--- src/lpm_pkg.sv ---
/*
 * Constants and types for the low-power mode sequencer.
 * Assumes a single 50 MHz core clock; all timing counts derive from it.
 */
package lpm_pkg;

    localparam int unsigned CLK_FREQ_KHZ = 50_000;

    // Exit latencies and pacing, in nanoseconds
    localparam int unsigned STOP_WAKE_NS    = 3_500;
    localparam int unsigned STANDBY_WAKE_NS = 60_000;
    localparam int unsigned FREQ_GAP_NS     = 5_000;

    // Longest times round down, least times round up
    localparam int unsigned STOP_WAKE_CYC =
        (STOP_WAKE_NS * (CLK_FREQ_KHZ / 1000)) / 1000;
    localparam int unsigned STANDBY_WAKE_CYC =
        (STANDBY_WAKE_NS * (CLK_FREQ_KHZ / 1000)) / 1000;
    localparam int unsigned FREQ_GAP_CYC =
        (FREQ_GAP_NS * (CLK_FREQ_KHZ / 1000) + 999) / 1000;

    localparam int CNT_W = 12;

    // Frequency limits in kHz
    localparam int unsigned LP_RUN_MAX_KHZ = 131;
    localparam int unsigned RANGE1_MAX_KHZ = 32_000;
    localparam int unsigned RANGE2_MAX_KHZ = 16_000;
    localparam int unsigned RANGE3_MAX_KHZ = 4_200;
    localparam int unsigned FREQ_STEP_MUL  = 4;
    localparam int FREQ_W = 16;

    localparam int NUM_LINES     = 16;
    localparam int NUM_WAKE_PINS = 3;

    // Requested mode codes
    typedef enum logic [2:0] {
        LPM_REQ_SLEEP,
        LPM_REQ_LP_RUN,
        LPM_REQ_LP_SLEEP,
        LPM_REQ_STOP_CAL,
        LPM_REQ_STOP,
        LPM_REQ_STANDBY_CAL,
        LPM_REQ_STANDBY,
        LPM_REQ_NONE
    } lpm_req_t;

    typedef enum logic [1:0] {
        LPM_RANGE_1,
        LPM_RANGE_2,
        LPM_RANGE_3,
        LPM_RANGE_BAD
    } lpm_range_t;

    typedef enum logic [3:0] {
        ST_RUN,
        ST_SLEEP,
        ST_LP_RUN,
        ST_LP_SLEEP,
        ST_STOP_CAL,
        ST_STOP,
        ST_STANDBY_CAL,
        ST_STANDBY,
        ST_STOP_EXIT,
        ST_STANDBY_EXIT
    } lpm_state_t;

    function automatic logic [FREQ_W-1:0] lpm_range_max(lpm_range_t r);
        unique case (r)
            LPM_RANGE_1: lpm_range_max = FREQ_W'(RANGE1_MAX_KHZ);
            LPM_RANGE_2: lpm_range_max = FREQ_W'(RANGE2_MAX_KHZ);
            LPM_RANGE_3: lpm_range_max = FREQ_W'(RANGE3_MAX_KHZ);
            default:     lpm_range_max = FREQ_W'(RANGE3_MAX_KHZ);
        endcase
    endfunction

endpackage

--- src/lpm_sequencer.sv ---
/*
 * Low-power mode sequencer: picks the power mode, drives clock,
 * oscillator and regulator enables, gathers wake sources, times
 * exits and paces CPU frequency changes.
 * Assumes pin/line wake sources are asynchronous; core requests and
 * the peripheral interrupt are synchronous to core_clk_in.
 */
// What this block does
// RQ1: Sleep halts only core; any interrupt wakes
// RQ2: Low-power run uses slow multispeed osc
// RQ3: Low-power sleep wakes to Run, regulator normal
// RQ4: Stop with calendar keeps low-speed osc only
// RQ5: Stop without calendar stops all clocks
// RQ6: Wake-capable peripheral may request fast osc
// RQ7: Interrupt line wakes Stop within 3.5 us
// RQ8: Comparator wake only with reference on
// RQ9: Standby turns regulator off, core unpowered
// RQ10: Standby-calendar exits on listed sources, 60 us
// RQ11: Standby exits on reset pin or wake pin
// RQ12: Calendar, watchdog, display not auto-stopped
// RQ13: Voltage range bounds CPU clock frequency
// RQ14: Frequency steps under 4x, 5 us apart
// RQ15: Standby wake resets; Stop wake resumes
module lpm_sequencer
    import lpm_pkg::*;
(
    input  wire logic                   core_clk_in,
    input  wire logic                   srst_in,
    input  wire logic                   clk_en_in,
    input  wire logic [2:0]             mode_req_in,
    input  wire logic                   mode_go_in,
    input  wire logic                   periph_irq_in,
    input  wire logic [NUM_LINES-1:0]   external_interrupt_line_in,
    input  wire logic [1:0]             comparator_event_in,
    input  wire logic                   vref_enabled_in,
    input  wire logic [NUM_WAKE_PINS-1:0] wake_pin_in,
    input  wire logic                   external_reset_pin_n_in,
    input  wire logic                   independent_watchdog_rst_in,
    input  wire logic [4:0]             calendar_event_in,
    input  wire logic                   hsi_periph_req_in,
    input  wire logic [1:0]             range_sel_in,
    input  wire logic [FREQ_W-1:0]      freq_req_khz_in,
    input  wire logic                   freq_go_in,
    output logic [3:0]                  mode_out,
    output logic                        core_clk_en_out,
    output logic                        periph_clk_en_out,
    output logic                        multispeed_internal_osc_en_out,
    output logic                        msi_low_speed_out,
    output logic                        high_speed_internal_osc_en_out,
    output logic                        high_speed_crystal_osc_en_out,
    output logic                        pll_en_out,
    output logic                        low_speed_osc_en_out,
    output logic                        reg_low_power_out,
    output logic                        reg_off_out,
    output logic                        core_retain_out,
    output logic                        standby_keep_out,
    output logic                        wake_reset_out,
    output logic                        wake_resume_out,
    output logic [FREQ_W-1:0]           cpu_freq_khz_out,
    output logic                        freq_busy_out,
    output logic                        freq_reject_out
);
    // Two synchroniser stages and the entry edge come before the exit
    // count, so the count is shortened to keep the total in the limit
    localparam int unsigned WAKE_OVH = 3;
    localparam logic [CNT_W-1:0] STOP_LEN =
        CNT_W'(STOP_WAKE_CYC - WAKE_OVH);
    localparam logic [CNT_W-1:0] SBY_LEN  =
        CNT_W'(STANDBY_WAKE_CYC - WAKE_OVH);
    localparam logic [CNT_W-1:0] STOP_CNT = STOP_LEN - CNT_W'(1);
    localparam logic [CNT_W-1:0] SBY_CNT  = SBY_LEN - CNT_W'(1);
    // Busy covers the full spacing, so the next step lands no earlier
    localparam logic [CNT_W-1:0] GAP_CNT  = CNT_W'(FREQ_GAP_CYC);
    localparam int SYNC_W = NUM_LINES + 2 + NUM_WAKE_PINS + 2 + 5;

    typedef struct packed {
        lpm_state_t             state;
        logic [CNT_W-1:0]       wcnt;
        logic [CNT_W-1:0]       exit_age;
        logic [CNT_W-1:0]       gap;
        logic [NUM_WAKE_PINS-1:0] pin_prev;
        logic [FREQ_W-1:0]      freq;
        logic                   reset_p;
        logic                   resume_p;
        logic                   reject_p;
    } lpm_st_t;

    lpm_st_t st;
    lpm_st_t next_st;

    logic [SYNC_W-1:0] s;
    logic [NUM_LINES-1:0] line_s;
    logic [1:0]           cmp_s;
    logic [NUM_WAKE_PINS-1:0] pin_s;
    logic rst_pin_s;
    logic wdg_s;
    logic [4:0] cal_s;
    logic irq_s;
    logic hsi_s;
    logic stop_wake;
    logic pin_rise;
    logic sby_cal_wake;
    logic sby_wake;
    logic freq_ok;

    // Reset pin enters inverted so the cleared synchroniser reads idle
    lpm_sync #(.W(SYNC_W)) u_sync (
        .core_clk_in (core_clk_in),
        .srst_in     (srst_in),
        .clk_en_in   (clk_en_in),
        .async_in    ({external_interrupt_line_in, comparator_event_in,
                       wake_pin_in, ~external_reset_pin_n_in,
                       independent_watchdog_rst_in, calendar_event_in}),
        .sync_out    (s)
    );
    assign {line_s, cmp_s, pin_s, rst_pin_s, wdg_s, cal_s} = s;
    // Same-domain inputs need no synchroniser
    assign irq_s = periph_irq_in;
    assign hsi_s = hsi_periph_req_in;

    function automatic lpm_state_t req_state(lpm_req_t r);
        unique case (r)
            LPM_REQ_SLEEP:       req_state = ST_SLEEP;
            LPM_REQ_LP_RUN:      req_state = ST_LP_RUN;
            LPM_REQ_LP_SLEEP:    req_state = ST_LP_SLEEP;
            LPM_REQ_STOP_CAL:    req_state = ST_STOP_CAL;
            LPM_REQ_STOP:        req_state = ST_STOP;
            LPM_REQ_STANDBY_CAL: req_state = ST_STANDBY_CAL;
            LPM_REQ_STANDBY:     req_state = ST_STANDBY;
            default:             req_state = ST_RUN;
        endcase
    endfunction

    // Comparator events count only with the reference on
    assign stop_wake = (|line_s) |
                       (vref_enabled_in & (|cmp_s)); // [RQ7] [RQ8]
    assign pin_rise  = |(pin_s & ~st.pin_prev);
    assign sby_wake  = rst_pin_s | pin_rise; // [RQ11]
    assign sby_cal_wake = sby_wake | wdg_s | (|cal_s); // [RQ10]

    // Step must keep initial below four times final, within range
    assign freq_ok = (st.gap == '0) &&
        (freq_req_khz_in <= lpm_range_max(lpm_range_t'(range_sel_in))) &&
        ({2'h0, st.freq} <
         FREQ_STEP_MUL * {2'h0, freq_req_khz_in}); // [RQ13] [RQ14]

    always_comb begin
        next_st = st;
        next_st.pin_prev = pin_s;
        next_st.reset_p  = 1'b0;
        next_st.resume_p = 1'b0;
        next_st.reject_p = 1'b0;
        // Free count of exit cycles, held against the exit limits
        if (st.state == ST_STOP_EXIT || st.state == ST_STANDBY_EXIT) begin
            next_st.exit_age = st.exit_age + CNT_W'(1);
        end else begin
            next_st.exit_age = '0;
        end
        if (st.gap != '0) begin
            next_st.gap = st.gap - CNT_W'(1);
        end
        if (freq_go_in) begin
            if (freq_ok) begin
                next_st.freq = freq_req_khz_in;
                next_st.gap  = GAP_CNT; // [RQ14]
            end else begin
                next_st.reject_p = 1'b1;
            end
        end
        unique case (st.state)
            ST_RUN: begin
                if (mode_go_in) begin
                    next_st.state = req_state(lpm_req_t'(mode_req_in));
                end
            end
            ST_SLEEP, ST_LP_SLEEP: begin
                if (irq_s || stop_wake) begin
                    next_st.state = ST_RUN; // [RQ1] [RQ3]
                end
            end
            ST_LP_RUN: begin
                if (mode_go_in) begin
                    next_st.state = ST_RUN;
                end
            end
            ST_STOP_CAL, ST_STOP: begin
                if (stop_wake) begin
                    next_st.state = ST_STOP_EXIT;
                    next_st.wcnt  = STOP_CNT; // [RQ7]
                end
            end
            ST_STANDBY_CAL: begin
                if (sby_cal_wake) begin
                    next_st.state = ST_STANDBY_EXIT;
                    next_st.wcnt  = SBY_CNT; // [RQ10]
                end
            end
            ST_STANDBY: begin
                if (sby_wake) begin
                    next_st.state = ST_STANDBY_EXIT;
                    next_st.wcnt  = SBY_CNT; // [RQ11]
                end
            end
            ST_STOP_EXIT: begin
                if (st.wcnt == '0) begin
                    next_st.state    = ST_RUN;
                    next_st.resume_p = 1'b1; // [RQ15]
                end else begin
                    next_st.wcnt = st.wcnt - CNT_W'(1);
                end
            end
            ST_STANDBY_EXIT: begin
                if (st.wcnt == '0) begin
                    next_st.state   = ST_RUN;
                    next_st.reset_p = 1'b1; // [RQ15]
                end else begin
                    next_st.wcnt = st.wcnt - CNT_W'(1);
                end
            end
            default: next_st.state = ST_RUN;
        endcase
    end

    always_ff @(posedge core_clk_in) begin
        if (srst_in) begin
            st       <= '0;
            st.state <= ST_RUN;
            st.freq  <= FREQ_W'(RANGE3_MAX_KHZ);
        end else if (clk_en_in) begin
            st <= next_st;
        end
    end

    logic in_stop;
    logic in_sby;
    logic stop_cal;
    assign stop_cal = st.state == ST_STOP_CAL;
    assign in_stop  = stop_cal || st.state == ST_STOP ||
                      st.state == ST_STOP_EXIT;
    assign in_sby   = st.state == ST_STANDBY_CAL ||
                      st.state == ST_STANDBY || st.state == ST_STANDBY_EXIT;

    assign mode_out          = st.state;
    assign core_clk_en_out   = st.state == ST_RUN ||
                               st.state == ST_LP_RUN; // [RQ1]
    assign periph_clk_en_out = !(in_stop || in_sby); // [RQ1] [RQ4] [RQ5]
    assign multispeed_internal_osc_en_out = !(in_stop || in_sby); // [RQ4]
    assign msi_low_speed_out = st.state == ST_LP_RUN ||
                               st.state == ST_LP_SLEEP; // [RQ2]
    assign high_speed_internal_osc_en_out = in_stop ? hsi_s : !in_sby; // [RQ6]
    assign high_speed_crystal_osc_en_out =
        !(in_stop || in_sby || msi_low_speed_out); // [RQ4]
    assign pll_en_out = !(in_stop || in_sby || msi_low_speed_out); // [RQ4]
    // Stop-without-calendar stops the slow oscillators; standby keeps them
    assign low_speed_osc_en_out = !(st.state == ST_STOP); // [RQ5] [RQ12]
    assign reg_low_power_out = msi_low_speed_out ||
                               in_stop; // [RQ2] [RQ3] [RQ5]
    assign reg_off_out       = in_sby; // [RQ9]
    assign core_retain_out   = !in_sby; // [RQ4] [RQ9]
    assign standby_keep_out  = 1'b1; // [RQ9] [RQ12]
    assign wake_reset_out    = st.reset_p;
    assign wake_resume_out   = st.resume_p;
    assign cpu_freq_khz_out  = st.freq;
    assign freq_busy_out     = st.gap != '0;
    assign freq_reject_out   = st.reject_p;
endmodule

--- src/lpm_sync.sv ---
/*
 * Two-flop synchroniser for a bus of asynchronous levels.
 * Assumes inputs come from pins or other clocks.
 */
module lpm_sync #(
    parameter int W = 1
) (
    input  wire logic         core_clk_in,
    input  wire logic         srst_in,
    input  wire logic         clk_en_in,
    input  wire logic [W-1:0] async_in,
    output logic      [W-1:0] sync_out
);
    typedef struct packed {
        logic [W-1:0] meta;
        logic [W-1:0] stable;
    } lpm_sync_st_t;

    lpm_sync_st_t st;
    lpm_sync_st_t next_st;

    always_comb begin
        next_st.meta   = async_in;
        next_st.stable = st.meta;
    end

    always_ff @(posedge core_clk_in) begin
        if (srst_in) begin
            st <= '0;
        end else if (clk_en_in) begin
            st <= next_st;
        end
    end

    assign sync_out = st.stable;
endmodule

--- config.mk ---
export PLATFORM = sky130hd
export DESIGN_NAME = lpm_sequencer
export DESIGN_NICKNAME = d
export VERILOG_FILES = /design/src/lpm_pkg.sv /design/src/lpm_sequencer.sv /design/src/lpm_sync.sv
export SDC_FILE = /design/constraint.sdc
export NUM_CORES = 1
export LEC_CHECK = 0
export BUFFER_PORTS_ARGS = -buffer_cell sky130_fd_sc_hd__buf_2
export CAP_MARGIN = 20
export CORE_MARGIN = 3
export CORE_UTILIZATION = 40
export DETAILED_ROUTE_END_ITERATION = 6
export SLEW_MARGIN = 0
export SYNTH_ARGS = -nofsm -noshare
export SYNTH_HDL_FRONTEND = slang
export SYNTH_SLANG_ARGS = --single-unit
--- constraint.sdc ---
create_clock -name core_clk_in -period 4.6 [get_ports core_clk_in]
set_input_delay 0 -clock core_clk_in [delete_from_list [all_inputs] [get_ports core_clk_in]]
set_output_delay 0 -clock core_clk_in [all_outputs]
set_load 0.05 [all_outputs]
### Word-level counts from Yosys, hierarchy flattened

Index checks and enable logic that the tools add are counted.

* mux-type cells: 21
* add/sub/neg operators: 2
* bitwise gates (word level): 8
* $lt $le $gt $ge: 2
* reductions and logical operators: 33
* eq/ne operators: 24

Operator list (count)
* 2-to-1 mux 12 bit: 4
* 2-to-1 mux 16 bit: 3
* one-hot mux 12 bit (4 select lines): 1
* one-hot mux 15 bit (2 select lines): 1
* one-hot mux 4 bit (7 select lines): 1
* logical NOT 12 bit: 2
* subtractor 12 x 1 -> 12 bit (second input constant): 2
* one-hot mux 3 bit (7 select lines): 1
* < comparator 16 x 18 -> 1 bit: 1
* == test 4 x 3 -> 1 bit (second input constant): 4
* <= comparator 16 bit: 1
* 2-to-1 mux 4 bit: 4
* OR reduction 16 bit: 1
* != test 2 bit (second input constant): 7
* nonzero test 12 bit: 1
* logical OR 1 bit: 10
* == test 3 bit (second input constant): 3
* == test 4 x 2 -> 1 bit (second input constant): 2
* == test 4 bit (second input constant): 2
* AND reduction 8 bit: 1
* OR reduction 2 bit: 4
* == test 3 x 2 -> 1 bit (second input constant): 2
* 2-to-1 mux 1 bit: 6
* AND reduction 6 bit: 1
* 18 further kinds: 25

* input bits: 57
* output and inout bits: 36
* word-level logic and storage cells: 100
* register bits after elaboration: 106

### Longest topological paths before layout

* depth after elaboration: 8
* gate-level depth with buffers: 11
* mapped depth without buffers: 8

### Cells and area by module

A second synthesis with hierarchy kept.

* cells, all modules: 602
* area, all modules: 5363.9 sq um

Modules (own cells, without submodules)
* lpm_sequencer: sequential area each 1001.0 sq um, area an instance 3349.5 sq um, cells an instance 422, times used 1
* lpm_sync: sequential area each 1121.1 sq um, area an instance 2014.4 sq um, cells an instance 180, times used 1

### Worst setup path after synthesis

Ideal clock, no wire load.

* path type: reg2out
* start: register st, in the netlist mode_out[1]
* end: output pll_en_out
* setup slack: 1779 ps
* arrival: 2821 ps
* path buffers: 2
* stages on the path, launching flop included: 5
* cell sequence: dfxtp_1 -> clkbuf_1 -> nor3b_1 -> nor3_1 -> buf_4

* elaborated cells between the ends (all ways): 16

RTL lines
* from (decl): line lpm_sequencer.sv:88 `lpm_st_t st;`
* from (signal assigned): line lpm_sequencer.sv:230 `st <= next_st;`
* == test 4 x 2 -> 1 bit (on tied branches): line lpm_sequencer.sv:248, lpm_sequencer.sv:249
* logical OR 1 bit (*): line lpm_sequencer.sv:248 `assign msi_low_speed_out = st.state == ST_LP_RUN ||`
* via msi_low_speed_out: line lpm_sequencer.sv:48 `output logic msi_low_speed_out,`
* logical OR 1 bit (*)
* logical NOT 1 bit (*)
* to (decl): line lpm_sequencer.sv:51 `output logic pll_en_out,`

Mark *: on every way through the listed nets, which the timed path passes. The rest lies on a longest branch.

### Final worst setup path

* start: input freq_req_khz_in[1]
* end: register st, in the netlist cpu_freq_khz_out[4]

* longest elaborated chain between the ends: 4
* elaborated cells between the ends (all ways): 5

RTL lines
* from (decl): line lpm_sequencer.sv:42 `input wire logic [FREQ_W-1:0] freq_req_khz_in,`
* <= comparator 16 bit: line lpm_sequencer.sv:143 `(freq_req_khz_in <= lpm_range_max(lpm_range_t'(range_sel_in))) &&`
* logical AND 1 bit: line lpm_sequencer.sv:142 `assign freq_ok = (st.gap == '0) &&`
* logical AND 1 bit (*): line lpm_sequencer.sv:143
* AND reduction 3 bit (no source line) (*)

Every way passes the cells marked *; elsewhere a longest branch is shown, timed or not.
A chain may end at the register's enable or synchronous reset.

==> results.sh <==
export IMPL_crit_required_ps=4780
export IMPL_pwr_share_comb_pct=26.9
export IMPL_dp_cells=821
export IMPL_synth_edff_count=0
export IMPL_power_switching_uw=801.5
export IMPL_min_to="freq_reject_out"
export IMPL_crit_fanout=15
export IMPL_worstHoldStart="freq_go_in"
export IMPL_tns_ps=0
export IMPL_grt_pass1_wl_um=20550
export IMPL_stdcell_count=878
export IMPL_hold_viol_final=0
export IMPL_ff2ff_path_depth=6
export IMPL_synth_cell_type_count=64
export IMPL_synthCells=614
export IMPL_yosys_warnings=0
export IMPL_yosys_register_bits=106
export IMPL_drt_iter0_drc=217
export IMPL_power_density_mw_per_mm2=378.4
export IMPL_p_int_uw=1620
export IMPL_cts_tree="done"
export IMPL_timing_final_crit_share_pct=57.36
export IMPL_setup_violations=0
export IMPL_coreArea_sq_mm=0.01282
export IMPL_cts_sinks=106
export IMPL_hold_class="in -> reg"
export IMPL_finalClockSkew_ps=6.120
export IMPL_r2r_start="cpu_freq_khz_out[3]"
export IMPL_hold_depth=3
export IMPL_fp_dieW_um=121.5
export IMPL_start_util_pct=41.64
export IMPL_fin_crit_ps=2639
export IMPL_p_leak_uw=0.002793
export IMPL_cts_path_max_buffers=2
export IMPL_antenna_cells=0
export IMPL_crit_slowest_cell="a2111oi_0"
export IMPL_grt_pass1_vias=4389
export IMPL_tightest_slew_ps=1036
export IMPL_grt_max_degree=100
export IMPL_fmaxAchievable_mhz=379.0
export IMPL_drv_cap=0
export IMPL_ant_nets=0
export IMPL_maxSlewHeadroom_pct=30.94
export IMPL_vias=4488
export IMPL_synth_area_per_cell_sq_um=8.697
export IMPL_peakVddDrop_uv=251.8
export IMPL_clkSlewWorstSetupHoldPaths_ps=70
export IMPL_synth_area_sq_mm=0.005340
export IMPL_die_area_sq_mm=0.01477
export IMPL_yosysSeqAreaShare_pct=39.74
export IMPL_max_stage_delay_ps=630
export IMPL_grtUsageTotal_pct=16.73
export IMPL_grt_ovfl_total=0
export IMPL_switching_share_pct=33.09
export IMPL_gp_congestion=0.8045
export IMPL_syn_to_final_growth_pct=19.85
export IMPL_cts_resized=0
export IMPL_cts_root_buf="clkbuf_16"
export IMPL_drc=0
export IMPL_start_kind="input port"
export IMPL_nets=781
export IMPL_cts_buffers=9
export IMPL_clk_latency_ps=340
export IMPL_io_pins=93
export IMPL_end_kind="flip-flop"
export IMPL_clockPowerShare_pct=29.6
export IMPL_async_reset_ff_share_pct=0
export IMPL_r2r_end="cpu_freq_khz_out[4]"
export IMPL_syn_num_nets=694
export IMPL_status="complete, no violations"
export IMPL_dr_pass1_iters=4
export IMPL_synthFlopType="dfxtp_1"
export IMPL_path_cells="dlygate4sd3_1 > buf_2 > inv_1 > ha_1 > a2111oi_0 > or4_1 > o2111ai_1 > o21ai_0 > a21oi_1"
export IMPL_routedWlPerCell_um=14.00
export IMPL_layout_drive_gt1_share_pct=17.14
export IMPL_port_buffers=91
export IMPL_ff2ff_setup_slack_ps=2010
export IMPL_rsz0062_at_grt="no"
export IMPL_pwr_share_seq_pct=43.5
export IMPL_die_h_um=121.5
export IMPL_htreeDepth=3
export IMPL_num_rows=41
export IMPL_crit_type="in -> reg"
export IMPL_routed_wl_um=12290
export IMPL_antenna_found_initial=0
export IMPL_post_dp_hpwl_um=8591
export IMPL_cp_arrival_ps=2820
export IMPL_vias_per_cell=5.112
export IMPL_slew_violations=0
## per-stage QoR
stage	util, %	hold slack [ps]	cell area (sq um)	total power [uW]	setup slack, ps
final	49.90	18.52	6400	2422	1961
after global routing	49.90	26.72	6400	2563	1726
after CTS	49.90	19.18	6400	2446	2035
after detailed placement	44.54	203.6	5712	1698	1895
after global placement	44.54	207.4	5712	1683	1997
after floorplan	-	99.02	5340	1566	1779
## worst max-delay path, delay by kind of cell
| kind | cells | cell delay, ps |
|---|---|---|
| AOI/OAI and AO/OA | 4 | 1580 |
| adders and majority gates | 1 | 280 |
| buffers and inverters | 3 | 710 |
| and+or+nand+nor | 1 | 240 |
## worst max-delay path by stage
| stage | from | end | slack (ps) | cells past startpoint |
|---|---|---|---|---|
| 2_1_floorplan | mode_out[1] | pll_en_out | 1780 | 4 |
| 3_3_place_gp | range_sel_in[1] | cpu_freq_khz_out[15] | 2000 | 9 |
| 3_5_place_dp | range_sel_in[1] | cpu_freq_khz_out[15] | 1900 | 9 |
| 4_1_cts | freq_req_khz_in[1] | cpu_freq_khz_out[4] | 2040 | 9 |
| 5_1_grt | freq_req_khz_in[1] | cpu_freq_khz_out[4] | 1730 | 9 |
| 6_report | freq_req_khz_in[1] | cpu_freq_khz_out[4] | 1960 | 9 |
## repair_timing
| item | in CTS | in global routing |
|---|---|---|
| endpoints found under the hold margin | 41 | 0 |
| hold buffers | 41 | 0 |
| setup buffers | 0 | 0 |
## power by group through the flow
| stage | Sequential (uW) | Combinational [uW] | Clock, uW |
|---|---|---|---|
| 2_1_floorplan | 1050 | 514 | 0 |
| 3_3_place_gp | 1070 | 614 | 0 |
| 3_5_place_dp | 1070 | 627 | 0 |
| 4_1_cts | 1050 | 656 | 739 |
| 5_1_grt | 1060 | 722 | 778 |
| 6_report | 1050 | 652 | 717 |
## state kept, by name (all words and copies together), names as in the netlist
signal / flops
st: 27
wake_resume_out: 1
u_sync.sync_out: 28
u_sync.next_st: 28
cpu_freq_khz_out: 16
mode_out: 4
wake_reset_out: 1
freq_reject_out: 1
## per-layer routing
metal	GRT usage (%)	share of wire, %	vias to the layer above
met4	4.202	1.1	0
met1	22.48	47	2077
li1	-	-	2309
met2	27.46	48	89
met3	3.668	4.0	13
met5	0	0	-
## Yosys cell counts (all sizes together), types with 19 or more instances
library cell | count | share of area (%)
mux2i | 63 | 12
buf | 39 | 4.6
nand3 | 20 | 2.0
o21ai | 24 | 2.3
nand2 | 23 | 1.6
nor2 | 87 | 6.1
clkbuf | 19 | 1.3
inv | 25 | 1.8
dfxtp | 106 | 40
ha | 23 | 5.4
nor3 | 22 | 2.3
a21oi | 48 | 4.5
## logic make-up after synthesis
group	Yosys count	share of synthesized area (%)
AND/OR/NAND/NOR	217	20.62
adder cells (fa/ha/maj)	24	5.576
multiplexers	64	12.02
AO/OA/AOI/OAI	107	12.32
XOR/XNOR	12	1.968
other	1	0.07022
buffers and inverters	83	7.685
flip-flops	106	39.74
## cells in the final DEF, fill, tap and decap left out, types with 3 or more instances in the layout
cell type | Yosys | layout
a211o_1 | 4 | 4
a21o_1 | 5 | 5
a21oi_1 | 48 | 48
and2_1 | 5 | 5
and3_1 | 5 | 5
buf_2 | 7 | 90
buf_4 | 24 | 3
clkbuf_16 | 0 | 9
dfxtp_1 | 106 | 106
dlygate4sd3_1 | 0 | 41
ha_1 | 23 | 23
inv_1 | 25 | 25
mux2i_1 | 63 | 63
nand2_1 | 23 | 23
nand2b_1 | 7 | 7
nand3_1 | 19 | 19
nand3b_1 | 3 | 3
nand4_1 | 5 | 5
nor2_1 | 87 | 87
nor2b_1 | 4 | 4
nor3_1 | 21 | 21
nor4_1 | 14 | 14
o21ai_0 | 23 | 23
o31ai_1 | 3 | 3
or2_2 | 3 | 3
or4_1 | 4 | 4
xnor2_1 | 8 | 8
xor2_1 | 4 | 4
## final cells by class
type	instances	area (sq um)
Fill cell	1261	6425
Multi-Input combinational cell	425	2808
Sequential cell	106	2122
Timing Repair Buffer	134	883.3
Clock buffer	10	229.0
Tap cell	172	215.2
Inverter	25	93.84
Clock inverter	6	48.80
(Power assumes the default switching activity.)
